`config.mk`:
```
export PLATFORM = sky130hd
export DESIGN_NAME = srs_core
export DESIGN_NICKNAME = d
export VERILOG_FILES = /design/src/core/srs_pkg.sv /design/src/core/srs_cal_if.sv /design/src/core/srs_calendar.sv /design/src/core/srs_core.sv
export SDC_FILE = /design/constraint.sdc
export NUM_CORES = 1
export LEC_CHECK = 0
export BUFFER_PORTS_ARGS = -buffer_cell sky130_fd_sc_hd__buf_2
export CORE_AREA = 2 2 209 364
export DETAILED_ROUTE_END_ITERATION = 16
export DIE_AREA = 0 0 211 366
export GPL_TIMING_DRIVEN = 0
export PLACE_DENSITY = 0.61
export SLEW_MARGIN = 0
export SYNTH_ARGS = -nofsm -noshare
export SYNTH_HDL_FRONTEND = slang
export SYNTH_SLANG_ARGS = --single-unit
```
`constraint.sdc`:
```
create_clock -name sys_clk -period 3.7 [get_ports sys_clk]
set_input_delay 1.11 -clock sys_clk [delete_from_list [all_inputs] [get_ports sys_clk]]
set_output_delay 1.11 -clock sys_clk [all_outputs]
set_load 0.02 [all_outputs]
```
`src/core/srs_pkg.sv`:
```
// Shared constants of the serial clock/calendar storage core.
// Assumes a 10 MHz system clock and a 32.768 kHz crystal time base pin.
package srs_pkg;

  // Storage array
  localparam int         MEM_DEPTH  = 64;
  localparam int         ADDR_W     = 6;
  localparam int         DATA_W     = 8;
  localparam int         CLK_BYTES  = 8;
  localparam int         CTRL_BYTES = 12;
  localparam int         CTRL_FIRST = CLK_BYTES;

  // Clock byte offsets
  localparam logic [5:0] OFS_HUND   = 6'h00;
  localparam logic [5:0] OFS_SEC    = 6'h01;
  localparam logic [5:0] OFS_MIN    = 6'h02;
  localparam logic [5:0] OFS_HOUR   = 6'h03;
  localparam logic [5:0] OFS_DAY    = 6'h04;
  localparam logic [5:0] OFS_DATE   = 6'h05;
  localparam logic [5:0] OFS_MONTH  = 6'h06;
  localparam logic [5:0] OFS_YEAR   = 6'h07;

  // Field positions inside the hour byte
  localparam int         CENT_LSB   = 6;
  localparam int         CENT_W     = 2;
  localparam int         HOUR_W     = 6;

  // BCD limits
  localparam logic [7:0] MAX_HUND   = 8'h99;
  localparam logic [7:0] MAX_SEC    = 8'h59;
  localparam logic [7:0] MAX_HOUR   = 8'h23;
  localparam logic [7:0] MAX_DAY    = 8'h07;
  localparam logic [7:0] MAX_MONTH  = 8'h12;
  localparam logic [7:0] MAX_YEAR   = 8'h99;
  localparam logic [7:0] MIN_ZERO   = 8'h00;
  localparam logic [7:0] MIN_ONE    = 8'h01;
  localparam logic [7:0] DAYS_28    = 8'h28;
  localparam logic [7:0] DAYS_29    = 8'h29;
  localparam logic [7:0] DAYS_30    = 8'h30;
  localparam logic [7:0] DAYS_31    = 8'h31;
  localparam logic [7:0] MON_FEB    = 8'h02;
  localparam logic [7:0] MON_APR    = 8'h04;
  localparam logic [7:0] MON_JUN    = 8'h06;
  localparam logic [7:0] MON_SEP    = 8'h09;
  localparam logic [7:0] MON_NOV    = 8'h11;

  // Reset values
  localparam logic [7:0] RST_ZERO   = 8'h00;
  localparam logic [7:0] RST_ONE    = 8'h01;

  // Time base
  localparam int         SYS_CLK_HZ = 10_000_000;
  localparam int         OSC_HZ     = 32_768;
  localparam int         HUND_HZ    = 100;
  localparam int         ACC_W      = 17;

  // Power-on reset hold time in microseconds and its cycle count
  localparam int         POR_US     = 1000;
  localparam int         POR_CYC    = (SYS_CLK_HZ / 1_000_000) * POR_US;

  // Target address on the serial bus (arbitrary value)
  localparam logic [6:0] DEV_ADDR   = 7'h5a;

  // Serial target states
  typedef enum logic [8:0] {
    ST_IDLE      = 9'h001,
    ST_ADDR      = 9'h002,
    ST_ADDR_ACK  = 9'h004,
    ST_WORD      = 9'h008,
    ST_WORD_ACK  = 9'h010,
    ST_WDATA     = 9'h020,
    ST_WDATA_ACK = 9'h040,
    ST_RDATA     = 9'h080,
    ST_RACK      = 9'h100
  } srs_state_t;

  typedef logic [CLK_BYTES-1:0][DATA_W-1:0] srs_clk_bytes_t;

endpackage

```
`src/core/srs_cal_if.sv`:
```
// Carrier between the core and its calendar counter.
// Assumes both ends run on sys_clk.
interface srs_cal_if;
  import srs_pkg::*;

  logic           tick;
  srs_clk_bytes_t now;
  srs_clk_bytes_t nxt;
  logic           upd;

  modport core (output tick, output now, input nxt, input upd);
  modport cal  (input tick, input now, output nxt, output upd);
endinterface

```
`src/core/srs_calendar.sv`:
```
// BCD clock/calendar stepper driven from crystal ticks.
// Assumes tick is one sys_clk pulse per crystal rising edge.
module srs_calendar
  import srs_pkg::*;
(
  // Clock and reset
  input  wire logic sys_clk,
  input  wire logic rst_n,
  // Calendar link to the core
  srs_cal_if.cal    cal
);
  import srs_pkg::*;

  logic [ACC_W-1:0] acc;
  logic [ACC_W-1:0] acc_sum;
  logic             hund_due;

  // Fractional divide: 100 steps per 32768 ticks, exact on average
  assign acc_sum  = acc + ACC_W'(HUND_HZ);
  assign hund_due = cal.tick && (acc_sum >= ACC_W'(OSC_HZ));

  always_ff @(posedge sys_clk) begin
    if (!rst_n) begin
      acc     <= '0;
      cal.upd <= 1'b0;
    end else begin
      cal.upd <= hund_due;
      if (hund_due) begin
        acc <= acc_sum - ACC_W'(OSC_HZ);
      end else if (cal.tick) begin
        acc <= acc_sum;
      end
    end
  end

  // Returns {carry, next}; wraps to lo after hi
  function automatic logic [8:0] bcd_step(input logic [7:0] v,
                                         input logic [7:0] hi,
                                         input logic [7:0] lo,
                                         input logic       en);
    if (!en) begin
      return {1'b0, v};
    end else if (v >= hi) begin
      return {1'b1, lo};
    end else if (v[3:0] == 4'h9) begin
      return {1'b0, v[7:4] + 4'h1, 4'h0};
    end
    return {1'b0, v + 8'h01};
  endfunction

  logic [7:0] yr;
  logic [7:0] mon;
  logic       leap;
  logic [7:0] mdays;
  logic [8:0] s_hund;
  logic [8:0] s_sec;
  logic [8:0] s_min;
  logic [8:0] s_hour;
  logic [8:0] s_day;
  logic [8:0] s_date;
  logic [8:0] s_mon;
  logic [8:0] s_year;
  logic [CENT_W-1:0] cent;

  assign yr   = cal.now[OFS_YEAR];
  assign mon  = cal.now[OFS_MONTH];
  assign cent = cal.now[OFS_HOUR][CENT_LSB +: CENT_W];

  // Every fourth year leaps; correct through 2099
  assign leap = yr[4] ? (yr[3:0] == 4'h2 || yr[3:0] == 4'h6)
                      : (yr[3:0] == 4'h0 || yr[3:0] == 4'h4 ||
                         yr[3:0] == 4'h8);

  assign mdays = (mon == MON_FEB) ? (leap ? DAYS_29 : DAYS_28) :
                 (mon == MON_APR || mon == MON_JUN || mon == MON_SEP ||
                  mon == MON_NOV) ? DAYS_30 : DAYS_31;

  // Ripple carry through the BCD fields
  assign s_hund = bcd_step(cal.now[OFS_HUND], MAX_HUND, MIN_ZERO, 1'b1);
  assign s_sec  = bcd_step(cal.now[OFS_SEC], MAX_SEC, MIN_ZERO,
                           s_hund[8]);
  assign s_min  = bcd_step(cal.now[OFS_MIN], MAX_SEC, MIN_ZERO, s_sec[8]);
  assign s_hour = bcd_step({2'b00, cal.now[OFS_HOUR][HOUR_W-1:0]},
                           MAX_HOUR, MIN_ZERO, s_min[8]);
  assign s_day  = bcd_step(cal.now[OFS_DAY], MAX_DAY, MIN_ONE, s_hour[8]);
  assign s_date = bcd_step(cal.now[OFS_DATE], mdays, MIN_ONE, s_hour[8]);
  assign s_mon  = bcd_step(mon, MAX_MONTH, MIN_ONE, s_date[8]);
  assign s_year = bcd_step(yr, MAX_YEAR, MIN_ZERO, s_mon[8]);

  assign cal.nxt[OFS_HUND]  = s_hund[7:0];
  assign cal.nxt[OFS_SEC]   = s_sec[7:0];
  assign cal.nxt[OFS_MIN]   = s_min[7:0];
  assign cal.nxt[OFS_HOUR]  = {cent + CENT_W'(s_year[8]),
                               s_hour[HOUR_W-1:0]};
  assign cal.nxt[OFS_DAY]   = s_day[7:0];
  assign cal.nxt[OFS_DATE]  = s_date[7:0];
  assign cal.nxt[OFS_MONTH] = s_mon[7:0];
  assign cal.nxt[OFS_YEAR]  = s_year[7:0];

endmodule

```
`src/core/srs_core.sv`:
```
// Serial clock/calendar storage core: two-wire target, 64-byte array,
// supply change-over and reset output.
// Assumes open-drain pads outside; all pins are asynchronous to sys_clk.
//
// Functional notes
// - Sixty-four bytes of storage, host addressable
// - Eight clock bytes held in BCD
// - Twelve control bytes held as plain storage; no alarm, watchdog or square-wave logic
// - Address pointer advances after every data byte
// - Two-wire bus, host master, core is target
// - Crystal 32.768 kHz ticks drive all calendar counting
// - Century to hundredths fields, 24-hour hours
// - Month lengths and leap years through 2099
// - Supply loss switches to battery, keeps state
// - External reset request drives reset output
module srs_core
  import srs_pkg::*;
#(
  parameter logic [6:0] I2C_ADDR   = srs_pkg::DEV_ADDR,
  parameter int         POR_CYCLES = srs_pkg::POR_CYC
) (
  // Clock and reset
  input  wire logic sys_clk,
  input  wire logic rst_n,
  // Two-wire serial bus
  input  wire logic scl_in,
  input  wire logic sda_in,
  output logic      sda_out,
  output logic      sda_oe_n,
  // Crystal time base
  input  wire logic osc_clk_in,
  // Supply monitor
  input  wire logic vcc_good,
  output logic      battery_select,
  // Reset request and open-drain reset output
  input  wire logic reset_request_input_n,
  output logic      rst_out,
  output logic      rst_oe_n
);
  import srs_pkg::*;

  localparam int PIN_SCL = 0;
  localparam int PIN_SDA = 1;
  localparam int PIN_OSC = 2;
  localparam int PIN_VCC = 3;
  localparam int PIN_RRQ = 4;
  localparam int NPINS   = 5;

  // Pin synchronisers
  logic [NPINS-1:0] pins;
  logic [NPINS-1:0] pin_meta;
  logic [NPINS-1:0] pin_sync;
  logic [2:0]       pin_last;

  assign pins = {reset_request_input_n, vcc_good, osc_clk_in, sda_in,
                 scl_in};

  always_ff @(posedge sys_clk) begin
    if (!rst_n) begin
      pin_meta <= 5'h1b;
      pin_sync <= 5'h1b;
      pin_last <= 3'h3;
    end else begin
      pin_meta <= pins;
      pin_sync <= pin_meta;
      pin_last <= pin_sync[2:0];
    end
  end

  // Edge decode on the second stage and its delayed copy
  logic scl_s;
  logic sda_s;
  logic scl_rise;
  logic scl_fall;
  logic bus_start;
  logic bus_stop;
  logic osc_rise;
  logic on_battery;
  logic rst_req;

  assign scl_s      = pin_sync[PIN_SCL];
  assign sda_s      = pin_sync[PIN_SDA];
  assign scl_rise   = scl_s && !pin_last[PIN_SCL];
  assign scl_fall   = !scl_s && pin_last[PIN_SCL];
  assign bus_start  = scl_s && pin_last[PIN_SCL] && !sda_s &&
                      pin_last[PIN_SDA];
  assign bus_stop   = scl_s && pin_last[PIN_SCL] && sda_s &&
                      !pin_last[PIN_SDA];
  assign osc_rise   = pin_sync[PIN_OSC] && !pin_last[PIN_OSC];
  assign on_battery = !pin_sync[PIN_VCC];
  assign rst_req    = !pin_sync[PIN_RRQ];

  // Storage array: clock bytes, control bytes, then general bytes
  logic [DATA_W-1:0] mem [MEM_DEPTH];

  srs_cal_if cal_link ();

  srs_calendar u_calendar (
    .sys_clk (sys_clk),
    .rst_n   (rst_n),
    .cal     (cal_link.cal)
  );

  assign cal_link.tick = osc_rise;

  // Serial target state
  srs_state_t        state;
  srs_state_t        next_state;
  logic [3:0]        bit_cnt;
  logic [3:0]        next_bit_cnt;
  logic [7:0]        shreg;
  logic [7:0]        next_shreg;
  logic [ADDR_W-1:0] ptr;
  logic [ADDR_W-1:0] next_ptr;
  logic              rd_mode;
  logic              next_rd_mode;
  logic              host_nack;
  logic              next_host_nack;
  logic              next_sda_oe_n;

  logic [7:0]        rd_byte;
  logic              byte_done;
  logic              addr_hit;
  logic              host_we;

  assign rd_byte   = mem[ptr];
  assign byte_done = (bit_cnt == 4'h8);
  assign addr_hit  = (shreg[7:1] == I2C_ADDR);
  assign host_we   = scl_fall && (state == ST_WDATA) && byte_done &&
                     !bus_start && !bus_stop && !on_battery;

  // Array write ports: host write wins over a calendar step
  for (genvar i = 0; i < MEM_DEPTH; i++) begin : g_mem
    if (i < CLK_BYTES) begin : g_clk
      logic [7:0] rst_val;
      assign rst_val = (i == int'(OFS_DAY) || i == int'(OFS_DATE) ||
                        i == int'(OFS_MONTH)) ? RST_ONE : RST_ZERO;
      assign cal_link.now[i] = mem[i];
      always_ff @(posedge sys_clk) begin
        if (!rst_n) begin
          mem[i] <= rst_val;
        end else if (host_we && ptr == ADDR_W'(i)) begin
          mem[i] <= shreg;
        end else if (cal_link.upd) begin
          mem[i] <= cal_link.nxt[i];
        end
      end
    end else begin : g_ram
      // Control bytes sit at CTRL_FIRST onward
      always_ff @(posedge sys_clk) begin
        if (!rst_n) begin
          mem[i] <= RST_ZERO;
        end else if (host_we && ptr == ADDR_W'(i)) begin
          mem[i] <= shreg;
        end
      end
    end
  end

  // Target sequencing; decisions are taken on falling SCL so that
  // the driven bit is stable before the host's next rising edge
  always_comb begin
    next_state     = state;
    next_bit_cnt   = bit_cnt;
    next_shreg     = shreg;
    next_ptr       = ptr;
    next_rd_mode   = rd_mode;
    next_host_nack = host_nack;
    next_sda_oe_n  = sda_oe_n;
    if (bus_start && !on_battery) begin
      next_state    = ST_ADDR;
      next_bit_cnt  = 4'h0;
      next_sda_oe_n = 1'b1;
    end else if (bus_stop || on_battery) begin
      // Bus is deselected while running from the battery
      next_state    = ST_IDLE;
      next_sda_oe_n = 1'b1;
    end else if (scl_rise) begin
      case (state)
        ST_ADDR, ST_WORD, ST_WDATA: begin
          next_shreg   = {shreg[6:0], sda_s};
          next_bit_cnt = bit_cnt + 4'h1;
        end
        ST_RDATA: begin
          next_bit_cnt = bit_cnt + 4'h1;
        end
        ST_RACK: begin
          next_host_nack = sda_s;
        end
        default: begin
        end
      endcase
    end else if (scl_fall) begin
      case (state)
        ST_ADDR: begin
          if (byte_done) begin
            if (addr_hit) begin
              next_sda_oe_n = 1'b0;
              next_rd_mode  = shreg[0];
              next_state    = ST_ADDR_ACK;
            end else begin
              next_state = ST_IDLE;
            end
          end
        end
        ST_ADDR_ACK, ST_RACK: begin
          if (state == ST_RACK && host_nack) begin
            next_sda_oe_n = 1'b1;
            next_state    = ST_IDLE;
          end else if (rd_mode) begin
            next_shreg    = rd_byte;
            next_sda_oe_n = rd_byte[7];
            next_ptr      = ptr + 6'h01;
            next_bit_cnt  = 4'h0;
            next_state    = ST_RDATA;
          end else begin
            next_sda_oe_n = 1'b1;
            next_bit_cnt  = 4'h0;
            next_state    = ST_WORD;
          end
        end
        ST_WORD: begin
          if (byte_done) begin
            next_ptr      = shreg[ADDR_W-1:0];
            next_sda_oe_n = 1'b0;
            next_state    = ST_WORD_ACK;
          end
        end
        ST_WORD_ACK, ST_WDATA_ACK: begin
          next_sda_oe_n = 1'b1;
          next_bit_cnt  = 4'h0;
          next_state    = ST_WDATA;
        end
        ST_WDATA: begin
          if (byte_done) begin
            next_ptr      = ptr + 6'h01;
            next_sda_oe_n = 1'b0;
            next_state    = ST_WDATA_ACK;
          end
        end
        ST_RDATA: begin
          if (byte_done) begin
            next_sda_oe_n  = 1'b1;
            next_host_nack = 1'b1;
            next_state     = ST_RACK;
          end else begin
            next_shreg    = {shreg[6:0], 1'b0};
            next_sda_oe_n = shreg[6];
          end
        end
        default: begin
          next_state = ST_IDLE;
        end
      endcase
    end
  end

  always_ff @(posedge sys_clk) begin
    if (!rst_n) begin
      state     <= ST_IDLE;
      bit_cnt   <= 4'h0;
      shreg     <= 8'h00;
      ptr       <= '0;
      rd_mode   <= 1'b0;
      host_nack <= 1'b1;
      sda_oe_n  <= 1'b1;
    end else begin
      state     <= next_state;
      bit_cnt   <= next_bit_cnt;
      shreg     <= next_shreg;
      ptr       <= next_ptr;
      rd_mode   <= next_rd_mode;
      host_nack <= next_host_nack;
      sda_oe_n  <= next_sda_oe_n;
    end
  end

  // Open-drain pads only ever pull low
  always_ff @(posedge sys_clk) begin
    if (!rst_n) begin
      sda_out <= 1'b0;
      rst_out <= 1'b0;
    end else begin
      sda_out <= 1'b0;
      rst_out <= 1'b0;
    end
  end

  // Supply change-over; the calendar keeps counting either way
  always_ff @(posedge sys_clk) begin
    if (!rst_n) begin
      battery_select <= 1'b0;
    end else begin
      battery_select <= on_battery;
    end
  end

  // Reset output: power-on hold, supply loss, or external request
  logic [31:0] por_cnt;
  logic        por_busy;
  logic        next_rst_oe_n;

  assign por_busy      = (por_cnt != 32'h0);
  assign next_rst_oe_n = !(por_busy || rst_req || on_battery);

  always_ff @(posedge sys_clk) begin
    if (!rst_n) begin
      por_cnt  <= 32'(POR_CYCLES);
      rst_oe_n <= 1'b0;
    end else begin
      por_cnt  <= por_busy ? por_cnt - 32'h1 : por_cnt;
      rst_oe_n <= next_rst_oe_n;
    end
  end

endmodule

```
==> results.sh <==
export IMPL_cell_int_power_mw=11.0
export IMPL_gate_count_of_the_mapped_netlist=2558
export IMPL_grt_setup_unrepaired="yes"
export IMPL_synth_main_ff_cell="sky130_fd_sc_hd__edfxtp_1"
export IMPL_postSynthAreaPerCell_um2=12.1
export IMPL_final_setup_worst_slack_ps=-44.3
export IMPL_first_global_vias=22900
export IMPL_synth_adder_area_share=0.0239
export IMPL_post_synth_mux_area_share=0.103
export IMPL_clock_tree_htree_level_count=2
export IMPL_critical_path_class="register to register"
export IMPL_required_ps=4240
export IMPL_final_hold_violation_count=0
export IMPL_port_buffers=9
export IMPL_layout_commonest_cell="sky130_fd_sc_hd__edfxtp_1"
export IMPL_totalWireLength_mm=106
export IMPL_post_route_cells_drive_above_1_share=0.134
export IMPL_grt_max_degree=16
export IMPL_post_route_min_period_ps=3740
export IMPL_synth_compound_area_frac=0.0765
export IMPL_power_switching_mw=3.21
export IMPL_cts_made_buffers=53
export IMPL_synthSimpleGateAreaFrac=0.180
export IMPL_max_cap_violations=0
export IMPL_cts_tree="built"
export IMPL_antenna_violating_nets_post_route=0
export IMPL_floorplan_die_area_mm2=0.0772
export IMPL_timing_critical_path_fanout_max=10
export IMPL_synth_largest_area_cell="sky130_fd_sc_hd__edfxtp_1"
export IMPL_pwr_density_cell_mw_per_mm2=412
export IMPL_cts_root_buf="sky130_fd_sc_hd__clkbuf_16"
export IMPL_ioPinCount=12
export IMPL_leakagePower_nw=11.6
export IMPL_fin_crit_sh=1.01
export IMPL_synth_area_mm2=0.0309
export IMPL_final_setup_skew_ps=34.5
export IMPL_critical_path_endpoint_type="register"
export IMPL_clk_pin_slew_ps=70
export IMPL_drc=0
export IMPL_worst_setup_slack_for_register_to_register_paths_ps=-40
export IMPL_final_max_slew_violation_count=0
export IMPL_setup_worst_path_start_class="register"
export IMPL_synth_top_family_by_area="simple AND/OR/NAND/NOR gates"
export IMPL_tightestPinTransition_ps=1260
export IMPL_synth_xor_xnor_area_share=0.0218
export IMPL_clock_power_share=0.403
export IMPL_start_util=0.417
export IMPL_synth_cell_types=78
export IMPL_share_comb_of_total_power=0.046
export IMPL_grt_first_pass_wirelength_mm=153
export IMPL_core_region_area_mm2=0.0742
export IMPL_most_common_layout_cells="sky130_fd_sc_hd__edfxtp_1 (512), sky130_fd_sc_hd__and2_1 (334), sky130_fd_sc_hd__clkbuf_1 (160), sky130_fd_sc_hd__nor2_1 (154), sky130_fd_sc_hd__nor3_1 (138)"
export IMPL_detailroute_via_count=22300
export IMPL_synth_top_cells_by_area="sky130_fd_sc_hd__edfxtp_1 (50%), sky130_fd_sc_hd__mux4_2 (9.1%), sky130_fd_sc_hd__and2_1 (6.8%), sky130_fd_sc_hd__dfxtp_1 (6.4%), sky130_fd_sc_hd__ha_1 (2.4%)"
export IMPL_die_width_um=211
export IMPL_failing_checks="negative setup slack"
export IMPL_area_delta_synth_final_pct=11.6
export IMPL_final_cells=3644
export IMPL_clock_sinks=611
export IMPL_detailedRoute_firstPassIterationCount=5
export IMPL_clock_tree_buffer_depth=3
export IMPL_drt_first_iter_violations=2108
export IMPL_placedCellCount=3534
export IMPL_synthDominantCellAreaShare=0.498
export IMPL_antenna_violations_before_repair=1
export IMPL_seq_power_share=0.552
export IMPL_ir_worst_vdd_mv=0.363
export IMPL_swShare=0.226
export IMPL_synth_edf_count=512
export IMPL_placed_wire_length_estimate_mm=81.7
export IMPL_grt_remaining_overflow=0
export IMPL_total_grt_usage=0.276
export IMPL_seq_area_frac_synth=0.562
export IMPL_gpl_final_weighted_congestion=0.999
export IMPL_worstSkewPairLatency_ps=640
export IMPL_totalNegativeSetupSlack_ps=-91.7
export IMPL_avgViaCountPerCell=6.11
export IMPL_report_final_setup_viol=3
export IMPL_maxClockFrequency_mhz=267
export IMPL_hp_class="register to register"
export IMPL_core_rowCount=132
export IMPL_timing_slew_headroom=0.154
export IMPL_status="complete, but fails checks"
export IMPL_ys_async_sr_fraction=0
export IMPL_ys_warn_count=0
export IMPL_wire_per_inst_um=29.2
export IMPL_die_y_um=366
export IMPL_crit_arrival_ps=4280
export IMPL_synth_register_bits=611
export IMPL_net_total_in_the_final_layout=2732
==> logic make-up after synthesis <==
family | after synthesis
AO/OA/AOI/OAI | 373
XOR/XNOR | 77
adder cells (fa/ha/maj) | 59
buffers and inverters | 259
flip-flops | 611
multiplexers | 160
other | 1
AND/OR/NAND/NOR | 1018
==> sequential cells by signal (all words and copies together), names as in the netlist, named ones only <==
name / cells
u_calendar.acc: 15
sda_oe_n: 1
por_cnt: 32
shreg: 8
ptr: 6
pin_sync: 5
mem: 512
pin_last: 3
bit_cnt: 4
host_nack: 1
pin_meta: 5
rd_mode: 1
state: 9
battery_select: 1
rst_oe_n: 1
u_calendar.cal.upd: 1
==> cells in the mapped netlist (all sizes together) (40+ instances only) <==
master,count
nand2,134
inv,59
edfxtp,512
and3,40
a21oi,65
nor3,139
a22oi,51
dfxtp,99
ha,59
xor2,41
o21ai,134
nand3,49
and2,336
mux4,125
nor2,156
clkbuf,161
==> final cells by class <==
class                      instances  area, um^2
antenna                            1        2.50
inverter                          60         225
clock buffer                      65        1450
multi-input combinational       1689       12800
buffer                           197         797
timing repair buffer              54         390
sequential                       611       17400
clock inverter                    29         262
fill                            6665       39700
tap                              938        1170
==> critical path, stage by stage (launching register included) <==
cell and delay (ps):
sky130_fd_sc_hd__dfxtp_1 640, sky130_fd_sc_hd__nor2b_1 190, sky130_fd_sc_hd__clkbuf_1 380, sky130_fd_sc_hd__clkbuf_1 930
sky130_fd_sc_hd__a22oi_1 270, sky130_fd_sc_hd__a21oi_1 730, sky130_fd_sc_hd__or4_1 240, sky130_fd_sc_hd__nand2_1 70
sky130_fd_sc_hd__a31oi_1 200
==> layer usage <==
layer	GRT usage	vias to the layer above	wire, um
met1	0.268	11000	32600
met2	0.493	1143	54500
met4	0.261	0	12300
li1	-	9683	-
met5	0	-	0
met3	0.0417	431	7090
==> path summary, 6_finish.rpt <==
check	start	to	cells past startpoint
worst min register to register	pin_meta[3]	pin_sync[3]	1
worst max-delay path	register	shreg[1]	8
worst min-delay path	pin_meta[3]	pin_sync[3]	1
worst max register to register	register	shreg[1]	8
==> power groups by stage <==
| stage | logic [mW] | registers (mW) | clock network [mW] |
|---|---|---|---|
| after floorplan | 0.391 | 7.93 | 0 |
| after global placement | 0.583 | 7.99 | 0 |
| after detailed placement | 0.620 | 8.00 | 0 |
| after CTS | 0.639 | 7.85 | 5.76 |
| after global routing | 0.691 | 7.87 | 6.00 |
| final | 0.652 | 7.85 | 5.73 |
==> stage by stage <==
step / setup WS, ps / hold slack, ps / cell area (um^2) / power (mW) / util
2_1_floorplan: 169 / 386 / 30900 / 8.33 / -
3_3_place_gp: -1230 / 389 / 32100 / 8.57 / 0.433
3_5_place_dp: -711 / 392 / 32300 / 8.62 / 0.436
4_1_cts: -38.0 / 408 / 34300 / 14.2 / 0.463
5_1_grt: -101 / 416 / 34500 / 14.6 / 0.465
6_report: -44.3 / 406 / 34500 / 14.2 / 0.465
==> what timing repair did <==
| item | 4_1_cts | 5_1_grt |
|---|---|---|
| setup buffers | 8 | 8 |
| gates resized for setup | 75 | 35 |
| pin swaps | 7 | 8 |
| hold buffers | 0 | 0 |
| setup endpoints to repair | 329 | 240 |
(Power assumes the default switching activity.)
